===== src/rtl/iops_pkg.sv =====
// Overview of operation
// - A management or front-panel power-on request starts the power-up sequence.
// - A power-on request drives the active-low supply-on request low.
// - Combined supply-ok is the OR of power-OK from every installed supply.
// - The 5 V converter enable equals combined supply-ok AND management converter enable.
// - The hub core rail enable follows 5 V converter power good.
// - The bridge core rail enable follows 5 V converter power good.
// - System power good needs 3.3 V good, node good, then 200 ms stable.
// - Drive converter enables and watch their power-good outputs to order the rails.
// - Sequence ends with rails up, clocks enabled, power-on reset still held.
// - Latch a converter fault when present and enabled but power good stays low.
// - Faults survive main power loss; clear on standby loss or healthy re-power.
package iops_pkg;
	localparam int unsigned CLK_PERIOD_NS = 5;
	localparam int unsigned STABLE_TIME_MS = 200;
	localparam int unsigned STABLE_CYCLES = STABLE_TIME_MS * 1000000 / CLK_PERIOD_NS;
	localparam int unsigned PG_TIMEOUT_MS = 10;
	localparam int unsigned PG_TIMEOUT_CYCLES = PG_TIMEOUT_MS * 1000000 / CLK_PERIOD_NS;
	localparam int unsigned NUM_SUPPLIES = 2;
	localparam int unsigned NUM_CONVERTERS = 4;
	// Converter slots 0 and 1 carry 5 V, slots 2 and 3 carry 3.3 V
	localparam int unsigned FIVE_SLOT_LO = 0;
	localparam int unsigned THREE_SLOT_LO = 2;
	localparam int unsigned SYNC_STAGES = 2;

	typedef enum logic [2:0] {
		ST_OFF = 3'b000,
		ST_SUPPLY_WAIT = 3'b001,
		ST_FIVE_UP = 3'b010,
		ST_CORE_UP = 3'b011,
		ST_RUNNING = 3'b100
	} iops_state_e;
endpackage


===== src/rtl/iops_sync.sv =====
`timescale 1ns/10ps
module iops_sync #(
	parameter int unsigned WIDTH = 1
) (
	input wire logic i_clk,
	input wire logic i_reset_n,
	input wire logic [WIDTH-1:0] i_async,
	output logic [WIDTH-1:0] o_sync
);
	typedef struct packed {
		logic [WIDTH-1:0] meta;
		logic [WIDTH-1:0] sync;
	} iops_sync_s;

	iops_sync_s st_reg;
	iops_sync_s st_next;

	// Only the second stage feeds logic
	always_comb begin
		st_next.meta = i_async;
		st_next.sync = st_reg.meta;
	end

	always_ff @(posedge i_clk or negedge i_reset_n) begin
		if (!i_reset_n) begin
			st_reg <= '0;
		end else begin
			st_reg <= st_next;
		end
	end

	assign o_sync = st_reg.sync;
endmodule


===== src/rtl/iops_sequencer.sv =====
`timescale 1ns/10ps
module iops_sequencer #(
	parameter int unsigned NUM_SUPPLIES = iops_pkg::NUM_SUPPLIES,
	parameter int unsigned STABLE_CYCLES = iops_pkg::STABLE_CYCLES,
	parameter int unsigned PG_TIMEOUT_CYCLES = iops_pkg::PG_TIMEOUT_CYCLES
) (
	input wire logic I_CORE_CLK,
	input wire logic I_RESET_N,
	input wire logic I_MGMT_POWER_ON_REQ,
	input wire logic I_PANEL_POWER_ON_REQ,
	input wire logic [NUM_SUPPLIES-1:0] I_SUPPLY_INSTALLED,
	input wire logic [NUM_SUPPLIES-1:0] I_SUPPLY_OK,
	input wire logic I_MGMT_CONVERTER_ENABLE,
	input wire logic [iops_pkg::NUM_CONVERTERS-1:0] I_CONVERTER_PRESENT_N,
	input wire logic [iops_pkg::NUM_CONVERTERS-1:0] I_CONVERTER_POWER_GOOD,
	input wire logic I_HUB_CORE_GOOD,
	input wire logic I_BRIDGE_CORE_GOOD,
	input wire logic I_NODE_POWER_GOOD,
	output logic O_SUPPLY_ON_REQUEST_N,
	output logic O_ANY_SUPPLY_OK,
	output logic [iops_pkg::NUM_CONVERTERS-1:0] O_CONVERTER_OUTPUT_ENABLE,
	output logic O_HUB_CORE_RAIL_ENABLE,
	output logic O_BRIDGE_CORE_RAIL_ENABLE,
	output logic O_CLOCK_ENABLE,
	output logic O_POWER_ON_RESET_N,
	output logic O_SYSTEM_POWER_GOOD,
	output logic [iops_pkg::NUM_CONVERTERS-1:0] O_CONVERTER_FAULT
);
	localparam int unsigned NCONV = iops_pkg::NUM_CONVERTERS;
	localparam int unsigned SW = (STABLE_CYCLES > 1) ? $clog2(STABLE_CYCLES + 1) : 1;
	localparam int unsigned TW = (PG_TIMEOUT_CYCLES > 1) ? $clog2(PG_TIMEOUT_CYCLES + 1) : 1;
	localparam int unsigned SYNC_W = 2 + 2 * NUM_SUPPLIES + 1 + 2 * NCONV + 3;
	localparam logic [SW-1:0] STABLE_LAST = SW'(STABLE_CYCLES);
	localparam logic [TW-1:0] TIMEOUT_LAST = TW'(PG_TIMEOUT_CYCLES);

	typedef struct packed {
		iops_pkg::iops_state_e state;
		logic supply_on_n;
		logic any_ok;
		logic five_en;
		logic three_en;
		logic hub_en;
		logic bridge_en;
		logic clk_en;
		logic sys_pg;
		logic [SW-1:0] stable_cnt;
		logic [NCONV-1:0][TW-1:0] pg_timer;
		logic [NCONV-1:0] fault;
	} iops_state_s;

	iops_state_s st_reg;
	iops_state_s st_next;

	logic [SYNC_W-1:0] sync_in;
	logic [SYNC_W-1:0] sync_out;
	logic req_mgmt;
	logic req_panel;
	logic [NUM_SUPPLIES-1:0] sup_inst;
	logic [NUM_SUPPLIES-1:0] sup_ok;
	logic mgmt_conv_en;
	logic [NCONV-1:0] conv_present;
	logic [NCONV-1:0] conv_pg;
	logic hub_good;
	logic bridge_good;
	logic node_good;
	logic req_any;
	logic five_good;
	logic three_good;
	logic [NCONV-1:0] conv_en;

	assign sync_in = {I_MGMT_POWER_ON_REQ, I_PANEL_POWER_ON_REQ, I_SUPPLY_INSTALLED, I_SUPPLY_OK,
		I_MGMT_CONVERTER_ENABLE, ~I_CONVERTER_PRESENT_N, I_CONVERTER_POWER_GOOD,
		I_HUB_CORE_GOOD, I_BRIDGE_CORE_GOOD, I_NODE_POWER_GOOD};

	iops_sync #(
		.WIDTH(SYNC_W)
	) u_sync (
		.i_clk(I_CORE_CLK),
		.i_reset_n(I_RESET_N),
		.i_async(sync_in),
		.o_sync(sync_out)
	);

	assign {req_mgmt, req_panel, sup_inst, sup_ok, mgmt_conv_en, conv_present, conv_pg,
		hub_good, bridge_good, node_good} = sync_out;

	assign req_any = req_mgmt | req_panel;
	// Rail good means at least one converter on that rail is present and every present one reports good
	assign five_good = &(conv_pg[iops_pkg::FIVE_SLOT_LO +: 2] | ~conv_present[iops_pkg::FIVE_SLOT_LO +: 2])
		& |conv_present[iops_pkg::FIVE_SLOT_LO +: 2];
	assign three_good = &(conv_pg[iops_pkg::THREE_SLOT_LO +: 2] | ~conv_present[iops_pkg::THREE_SLOT_LO +: 2])
		& |conv_present[iops_pkg::THREE_SLOT_LO +: 2];
	assign conv_en = {{2{st_reg.three_en}}, {2{st_reg.five_en}}};

	always_comb begin
		st_next = st_reg;
		st_next.any_ok = |(sup_ok & sup_inst);
		case (st_reg.state)
			iops_pkg::ST_OFF: begin
				if (req_any) begin
					st_next.state = iops_pkg::ST_SUPPLY_WAIT;
				end
			end
			iops_pkg::ST_SUPPLY_WAIT: begin
				if (st_reg.any_ok) begin
					st_next.state = iops_pkg::ST_FIVE_UP;
				end
			end
			iops_pkg::ST_FIVE_UP: begin
				if (five_good) begin
					st_next.state = iops_pkg::ST_CORE_UP;
				end
			end
			iops_pkg::ST_CORE_UP: begin
				if (three_good && hub_good && bridge_good) begin
					st_next.state = iops_pkg::ST_RUNNING;
				end
			end
			iops_pkg::ST_RUNNING: begin
				if (!five_good) begin
					st_next.state = iops_pkg::ST_FIVE_UP;
				end else if (!three_good || !hub_good || !bridge_good) begin
					st_next.state = iops_pkg::ST_CORE_UP;
				end
			end
			default: begin
				st_next.state = iops_pkg::ST_OFF;
			end
		endcase
		if (!req_any) begin
			st_next.state = iops_pkg::ST_OFF;
		end else if (!st_reg.any_ok && st_reg.state != iops_pkg::ST_OFF) begin
			st_next.state = iops_pkg::ST_SUPPLY_WAIT;
		end
		st_next.supply_on_n = !req_any;
		st_next.five_en = st_reg.any_ok & mgmt_conv_en;
		st_next.hub_en = five_good & st_reg.five_en;
		st_next.bridge_en = five_good & st_reg.five_en;
		st_next.three_en = five_good & st_reg.five_en;
		st_next.clk_en = (st_next.state == iops_pkg::ST_RUNNING) && st_next.hub_en && st_next.bridge_en
			&& st_next.three_en;
		if (!five_good || !three_good || !node_good || st_reg.state != iops_pkg::ST_RUNNING) begin
			st_next.stable_cnt = '0;
		end else if (st_reg.stable_cnt != STABLE_LAST) begin
			st_next.stable_cnt = st_reg.stable_cnt + SW'(1);
		end
		st_next.sys_pg = five_good && three_good && node_good && st_reg.state == iops_pkg::ST_RUNNING
			&& st_reg.stable_cnt == STABLE_LAST;
		for (int i = 0; i < NCONV; i++) begin
			if (conv_present[i] && conv_en[i] && !conv_pg[i]) begin
				if (st_reg.pg_timer[i] != TIMEOUT_LAST) begin
					st_next.pg_timer[i] = st_reg.pg_timer[i] + TW'(1);
				end
			end else begin
				st_next.pg_timer[i] = '0;
			end
			if (conv_present[i] && conv_en[i] && conv_pg[i]) begin
				st_next.fault[i] = 1'b0;
			end
			if (st_reg.pg_timer[i] == TIMEOUT_LAST && conv_present[i] && conv_en[i] && !conv_pg[i]) begin
				st_next.fault[i] = 1'b1;
			end
		end
	end

	always_ff @(posedge I_CORE_CLK or negedge I_RESET_N) begin
		if (!I_RESET_N) begin
			st_reg <= '{state: iops_pkg::ST_OFF, supply_on_n: 1'b1, default: '0};
		end else begin
			st_reg <= st_next;
		end
	end

	assign O_SUPPLY_ON_REQUEST_N = st_reg.supply_on_n;
	assign O_ANY_SUPPLY_OK = st_reg.any_ok;
	assign O_CONVERTER_OUTPUT_ENABLE = conv_en;
	assign O_HUB_CORE_RAIL_ENABLE = st_reg.hub_en;
	assign O_BRIDGE_CORE_RAIL_ENABLE = st_reg.bridge_en;
	assign O_CLOCK_ENABLE = st_reg.clk_en;
	// Reset release belongs to a later stage
	assign O_POWER_ON_RESET_N = 1'b0;
	assign O_SYSTEM_POWER_GOOD = st_reg.sys_pg;
	assign O_CONVERTER_FAULT = st_reg.fault;
endmodule


===== config.mk =====
export PLATFORM = sky130hd
export DESIGN_NAME = iops_sequencer
export DESIGN_NICKNAME = d
export VERILOG_FILES = /design/src/rtl/iops_pkg.sv /design/src/rtl/iops_sync.sv /design/src/rtl/iops_sequencer.sv
export SDC_FILE = /design/constraint.sdc
export NUM_CORES = 1
export LEC_CHECK = 0
export BUFFER_PORTS_ARGS = -buffer_cell sky130_fd_sc_hd__buf_2
export CORE_UTILIZATION = 50
export DETAILED_ROUTE_END_ITERATION = 6
export PLACE_DENSITY = 0.71
export REMOVE_ABC_BUFFERS = 1
export SYNTH_ARGS = -nofsm -noshare
export SYNTH_HDL_FRONTEND = slang
export SYNTH_HIERARCHICAL = 1
export SYNTH_SLANG_ARGS = --single-unit
export TNS_END_PERCENT = 10

===== constraint.sdc =====
create_clock -name I_CORE_CLK -period 2.7 [get_ports I_CORE_CLK]
set_input_delay 0.405 -clock I_CORE_CLK [delete_from_list [all_inputs] [get_ports I_CORE_CLK]]
set_output_delay 0.405 -clock I_CORE_CLK [all_outputs]
set_load 0.01 [all_outputs]

# Yosys cells after proc, flatten, opt, wreduce, memory -nomap -nowiden
# Cells that the tools add are included.
# Widths: inputs -> output; s select.
dict set report op_classes {
  n_reduce_logical 62
  addsub 5
  n_bitwise 11
  n_eq_ne 20
  n_mux 26
}
# operator count
set ops {}
lappend ops {{$mux 21} 8}
lappend ops {{$add 21x1->21 const B} 4}
lappend ops {{$eq 21x21->1 const B} 4}
lappend ops {{$ne 21x21->1 const B} 4}
lappend ops {{$mux 26} 2}
lappend ops {{$logic_and 1x1->1} 34}
lappend ops {{$add 26x1->26 const B} 1}
lappend ops {{$eq 26x26->1 const B} 1}
lappend ops {{$ne 26x26->1 const B} 1}
lappend ops {{$mux 3} 7}
lappend ops {{$pmux 3 s5} 1}
lappend ops {{$logic_not 1->1} 11}
lappend ops {{$reduce_bool 2->1} 5}
lappend ops {{$mux 1} 8}
lappend ops {{$ne 2x1->1 const B} 4}
lappend ops {{$eq 3x2->1 const B} 2}
lappend ops {{$eq 3x3->1 const B} 2}
lappend ops {{$reduce_or 2->1} 3}
lappend ops {{$logic_or 1x1->1} 5}
lappend ops {{$and 1x1->1} 4}
lappend ops {{$not 2->2} 2}
lappend ops {{$not 4->4} 1}
lappend ops {{$or 2x2->2} 2}
lappend ops {{$reduce_and 2->1} 2}
lappend ops {{6 further kinds} 6}
dict set report word_totals {
  register_bits 159
  in_bits 20
  wordCells 142
  out_inout_bits 15
}

# Longest topological paths before layout
# Gate-level depths: netlist of the first run.
dict set report logic_depth {
  word_depth 16
  depth_mapped 7
  ltp_nobuf 6
}

# Modules after synthesis
# The synthesis of the first run kept the hierarchy.
# module instances area_per_inst_um2 cells_per_inst seq_area_each_um2
set modules_own_cells {}
lappend modules_own_cells {iops_sequencer 1 6696.4 730 3079.2}
lappend modules_own_cells {iops_sync 1 900.9 36 900.9}

# Worst setup path after synthesis of the first run
# No wires, ideal clock.
dict set report synth_timing {
  path_type {reg-to-reg}
  startpoint {reg st_reg[47] (netlist name)}
  endpoint {reg st_reg[66] (netlist name)}
  path_slack_ns 0.767
  period_less_slack_ns 1.933
  t_required_ns 2.622
  setup_ns 0.078
  n_path_buf 1
  arrival_ns 1.855
  stages_incl_launch_ff 7
  cell_sequence {dfrtp_1 > ha_1 > and4_1 > or4b_1 > clkbuf_1 > or3_1 > a21oi_1}
}
dict set report synth_between {
  elab_chain_len 3
  elab_cells_between_ends 5
  cone_classes {1 x add/sub; 2 x eq/ne; 2 x mux}
}
# element line
set synth_rtl {}
lappend synth_rtl {{start, declared} iops_sequencer.sv:51} ;# iops_state_s st_reg;
lappend synth_rtl {{start signal, assigned} iops_sequencer.sv:170} ;# st_reg <= st_next;
lappend synth_rtl {{$add 21x1->21} iops_sequencer.sv:152} ;# st_next.pg_timer[i] = st_reg.pg_timer[i] + TW'(1);
lappend synth_rtl {{$mux 21} iops_sequencer.sv:151} ;# if (st_reg.pg_timer[i] != TIMEOUT_LAST) begin
lappend synth_rtl {{$mux 21} iops_sequencer.sv:150} ;# if (conv_present[i] && conv_en[i] && !conv_pg[i]) begin
# Several ways; a longest one is shown, not always the timed one. The select of a mux whose other input is x is not followed.
# A chain may end at the register's enable or synchronous reset.

==> flow_summary.toml, run 1 <==
[synthesis]
synth_flop_cell = "dfrtp_1"
synthArstFlopShare_pct = 100
netlist_area_mm2 = 0.00760
ys_ff_latch = 159
yosys.area_share.simple_pct = 25.8
synthAdderAreaFrac_pct = 1.65
ys_warn_count = 6
syn_area_per_cell_um2 = 9.92
ys_seq_area_share_pct = 52.4
synth_top_family_by_area = "simple AND/OR/NAND/NOR gates"
synth_compound_area_share_pct = 9.37
synth_edf_count = 0
synth_mux_area_share_pct = 0.675
postSynthCellCount = 766
synth-xor-area-share_pct = 6.23
synth.distinct_cells = 53

[global_route]
grt_pass1_wl_um = 26600
overflow = 0
gr-usage-met3_pct = 4.19
busiest_layer = "met2"
grt_use_met2_pct = 34.3
grt_usage_pct = 20.9
use_met1_pct = 27.7
grt_max_degree = 69
grt_antenna_before_repair = 0
grt_pass1_vias = 5714

[worst_setup_path]
setup.worst_path.class = "reg -> reg"
critPathCaptureType = "flop"
arrival_ns = 2.61
crit_required_ns = 3.02
cp_max_fo = 27
worstSetupStartpointType = "flop"

[clock_network]
cts_setup_buffers = 0
cts_tree = "built"
cts.sinks = 159
clkLatencyLatePin_ns = 0.42
cts_resized = 0
clockRootBuffer = "clkbuf_16"
hold_buffers = 1
clockBufferDepth = 2
cts_made_buffers = 17
clk_pin_slew_ns = 0.06
htreeDepth = 4

[placed_design]
place_congestion = 0.826
place_hpwl_um = 10100
portBuffers = 33

[cells_and_area]
syn_to_final_growth_pct = 11.6
layout-drive-gt1-share_pct = 9.76
final_nets = 816
fillerInstances = 1235
largest_reg_flops = 113
diodes = 0

[sta]
final_hold_viol_count = 0
rsz0062_at_grt = "false"
slew_headroom_pct = 38.4
final.period_utilization_pct = 85.1
max_slew.worst_pin.slew_ns = 0.924
slew_viol_final = 0
finalSetupViolations = 0
fin_tns_setup_ns = 0
hold-worst-slack_ns = 0.0816
fmax_mhz = 435
timing.clock.skew_ns = 0.00592
min_period_ns = 2.30

[routing]
vias_per_cell = 5.98
vias = 5876
wirelength_um = 15200
drt-initial-drc-count = 337
wire_per_inst_um = 15.4
drc = 1
dr.pass1.iters = 7
drtAntennaViolNets = 0

[status]
status = "finished, violations left"
violations = "design-rule violations"

[die]
die-area_mm2 = 0.0157
die-height_um = 125
initial_utilization_pct = 51.7
core_region_area_mm2 = 0.0147
pin_count = 35
fp.dieW_um = 125
placementRows = 44

[power_and_ir_drop]
p_leak_nw = 3.29
ir_worst_vdd_uv = 425
p_per_area_mw_per_mm2 = 586

[min_path]
hp-class = "in -> reg"

[run]
max-cap-violations = 0
worst max-delay path, cell delays in order (launching register included):
cell and delay, ns:
dfrtp_1 0.44, nor2_1 0.27, nand4_1 0.19, or4b_1 0.93
nor3_1 0.36
final cells by class:
cell class	instances	area [um2]	share of cell area, %
inverters	31	116	1.37
clock inverters	13	153	1.80
clock buffers	19	443	5.22
repair buffers	38	236	2.79
flip-flops and latches	159	3980	46.9
multi-input cells	539	3320	39.2
well taps	184	230	2.71
cells in the final DEF, fill, tap and decap left out, types with 21 or more instances in the layout:
master,n
dfrtp_1,158
nor2_1,64
nand2_1,54
a21oi_1,50
nand3_1,43
nand4_1,35
buf_2,32
inv_1,31
xnor2_1,28
xor2_1,26
or4_1,25
o21ai_0,24
o31ai_1,24
nor4_1,21
cells in the mapped netlist (3+ instances only):
| master | instances | share of area, % |
|---|---|---|
| buf_4 | 10 | 0.99 |
| o31ai_1 | 24 | 2.4 |
| xor2_1 | 26 | 3.0 |
| nor2b_1 | 3 | 0.25 |
| or2_2 | 4 | 0.33 |
| and2_1 | 9 | 0.74 |
| o21ai_0 | 24 | 1.6 |
| dfrtp_1 | 158 | 52 |
| a21oi_1 | 50 | 3.3 |
| nor4bb_1 | 4 | 0.53 |
| nand4_1 | 35 | 2.9 |
| nor4b_1 | 6 | 0.69 |
| xnor2_1 | 28 | 3.2 |
| buf_1 | 3 | 0.15 |
| nor4_1 | 21 | 1.7 |
| inv_1 | 31 | 1.5 |
| nor3_1 | 18 | 1.2 |
| nand3_1 | 43 | 2.8 |
| mux2i_1 | 4 | 0.53 |
| o211ai_1 | 4 | 0.40 |
| and3_1 | 16 | 1.3 |
| nand2b_1 | 4 | 0.33 |
| nor2_1 | 64 | 3.2 |
| and4_1 | 17 | 2.0 |
| nand3b_1 | 3 | 0.30 |
| clkbuf_1 | 22 | 1.1 |
| ha_1 | 10 | 1.6 |
| or3_1 | 19 | 1.6 |
| nand2_1 | 54 | 2.7 |
| or4_1 | 25 | 2.5 |
power by group:
part,switching [mW],total [mW],internal (mW)
sequential,0.0275,2.45,2.42
combinational,0.0909,0.137,0.0463
clock,0.984,2.39,1.40
routing by layer:
layer	vias to the layer above	wire length [um]
met2	112	7330
met1	2931	7200
met3	15	456
met5	-	0
li1	2818	-
met4	0	175
through the flow:
| step | cell area (um2) | setup WS [ns] | total power, mW | util [%] | instances |
|---|---|---|---|---|---|
| 4_1_cts | 8480 | 0.437 | 5.03 | 57.7 | 983 |
| 5_1_grt | 8480 | 0.175 | 5.14 | 57.7 | 983 |
| 6_report | 8480 | 0.403 | 4.97 | 57.7 | 983 |
| 3_3_place_gp | 7880 | 0.610 | 2.62 | 53.6 | 950 |
| 3_5_place_dp | 7880 | 0.442 | 2.63 | 53.6 | 950 |
| 2_1_floorplan | 7420 | 0.795 | 2.53 | - | 729 |
worst paths after layout:
check,end,startpoint,cells past startpoint,slack (ns)
max,O_SYSTEM_POWER_GOOD,st_reg[122],4,0.40
min,u_sync/st_next[11],I_MGMT_CONVERTER_ENABLE,1,0.08
max reg2reg,O_SYSTEM_POWER_GOOD,st_reg[122],4,0.40
min reg2reg,u_sync/o_sync[10],u_sync/st_next[10],0,0.35
max in group asynchronous,st_reg[63],I_RESET_N,3,1.44
min in group asynchronous,st_reg[36],I_RESET_N,2,0.56
cells by family after synthesis:
kind of cell | count (synthesis)
AOI/OAI and AO/OA | 117
xor gates and xnor gates | 54
adders and majority gates | 10
buffers and inverters | 68
DFF | 159
muxes | 5
other | 1
and+or+nand+nor | 352
(Power assumes the default switching activity.)
==> run 2: changes to the inputs <==
REMOVE_ABC_BUFFERS = default   (was 1)
==> flow_summary.toml, run 2 (same netlist as run 1, synthesis figures left out) <==
[sta]
final.period_utilization_pct = 81.5
rsz0062_at_grt = "false"
slew_viol_final = 0
timing.clock.skew_ns = 0.00622
hold-worst-slack_ns = 0.0833
fmax_mhz = 455
max_slew.worst_pin.slew_ns = 0.891
final_hold_viol_count = 0
fin_tns_setup_ns = 0
min_period_ns = 2.20
finalSetupViolations = 0
slew_headroom_pct = 40.6

[cells_and_area]
largest_reg_flops = 113
syn_to_final_growth_pct = 12.2
layout_commonest_cell = "dfrtp_1"
final_cell_mix = "158 x dfrtp_1, 64 x nor2_1, 54 x nand2_1"
finish.utilization_pct = 58.0
layout-drive-gt1-share_pct = 9.24
diodes = 0
multi_input_area_mm2 = 0.00332
fillerInstances = 1237
final_nets = 818
ff_latch_area_mm2 = 0.00398

[worst_setup_path]
rrSetupSlack_ns = 0.50
ff2ff_path_depth = 4
arrival_ns = 2.53
path_buf_inv = 0
cp_max_fo = 20
slowest_delay_ns = 0.67
crit_family = "simple AND/OR/NAND/NOR gates"
timing.rr.start = "st_reg[94]"
worstReg2RegEnd = "st_reg[105]"
timing.critical_path.cells = "and4_1 -> nand4_1 -> or4_1 -> a21oi_1"
crit_required_ns = 3.03
crit_slowest_cell = "or4_1"
setup.worst_path.class = "reg -> reg"
critPathCaptureType = "flop"
worstSetupStartpointType = "flop"

[power_and_ir_drop]
ir_worst_vdd_uv = 441
p_per_area_mw_per_mm2 = 607
p_leak_nw = 3.32

[clock_network]
clockRootBuffer = "clkbuf_16"
clk_pin_slew_ns = 0.06
cts_made_buffers = 17
clockBufferDepth = 2
cts_resized = 0
cts_setup_buffers = 0
clkLatencyLatePin_ns = 0.43
htreeDepth = 4
cts.sinks = 159
cts_tree = "built"

[placed_design]
place_hpwl_um = 10400
portBuffers = 33
place_congestion = 0.886

[run]
max-cap-violations = 0

[global_route]
grt_pass1_vias = 5744
grt_usage_pct = 21.1
overflow = 0
grt_pass1_wl_um = 26800
grt_max_degree = 67
grt_antenna_before_repair = 0

[routing]
wirelength_um = 15300
vias_per_cell = 6.00
vias = 5906
wire_per_inst_um = 15.5
drtAntennaViolNets = 0
drt-initial-drc-count = 427
drc = 0
dr.pass1.iters = 7

[die]
die-height_um = 125
fp.dieW_um = 125
pin_count = 35
die-area_mm2 = 0.0157
placementRows = 44
initial_utilization_pct = 51.7
core_region_area_mm2 = 0.0147

[synthesis]
synth_fp_nets = 796

[min_path]
whs_endpoint = "u_sync/st_next[15]"
hp-class = "in -> reg"
holdPathStages = 1
min-delay-start = "I_SUPPLY_INSTALLED[1]"

[status]
status = "finished, final reports clean"
run 2: cell count changes in the layout (fill, tap and decap cells not counted), sizes merged:
| cell | before | now |
|---|---|---|
| clkinv | 3 | 1 |
| clkinvlp | 3 | 0 |
| inv | 36 | 31 |
| bufinv | 2 | 5 |
| buf | 37 | 39 |
| clkbuf | 19 | 26 |
run 2: power by group:
group	switching, mW	internal [mW]	leakage, nW
registers	0.0282	2.42	2.13
clock network	0.899	1.69	0.307
logic	0.0897	0.0460	0.882
total	1.02	4.16	3.32
run 2: area by class of cell:
type / instances / area share (%)
repair buffers: 40 / 2.80
flip-flops and latches: 159 / 46.7
clock inverters: 6 / 1.82
multi-input cells: 539 / 39.0
well taps: 184 / 2.70
clock buffers: 26 / 5.62
inverters: 31 / 1.37
run 2: per-layer routing:
layer  global-route usage, %  wire length (um)  vias to the layer above
met5                       0                 0                        -
met4                    8.32               267                        0
met3                    4.32               593                       26
met2                    34.5              7440                      138
met1                    27.7              6960                     2919
li1                        -                 -                     2823
run 2: how the worst max path moves through the flow:
stage,startpoint,end,slack [ns],cells past startpoint
2_1_floorplan,st_reg[47],st_reg[66],0.77,6
3_3_place_gp,st_reg[94],st_reg[113],0.62,4
3_5_place_dp,st_reg[94],st_reg[113],0.53,4
4_1_cts,st_reg[94],st_reg[113],0.50,4
5_1_grt,st_reg[94],st_reg[113],0.31,4
6_report,st_reg[94],st_reg[105],0.50,4
run 2: timing repair:
action	in CTS	in global routing
hold endpoints to repair	63	0
hold buffers	1	0
setup endpoints to repair	0	0
run 2: per-stage QoR:
step	setup slack, ns	instances	area (um2)	total power, mW
after floorplan	0.767	766	7600	2.54
after global placement	0.621	952	7880	2.62
after detailed placement	0.526	952	7880	2.63
after CTS	0.497	985	8520	5.21
after global routing	0.306	985	8520	5.35
final	0.500	985	8520	5.17
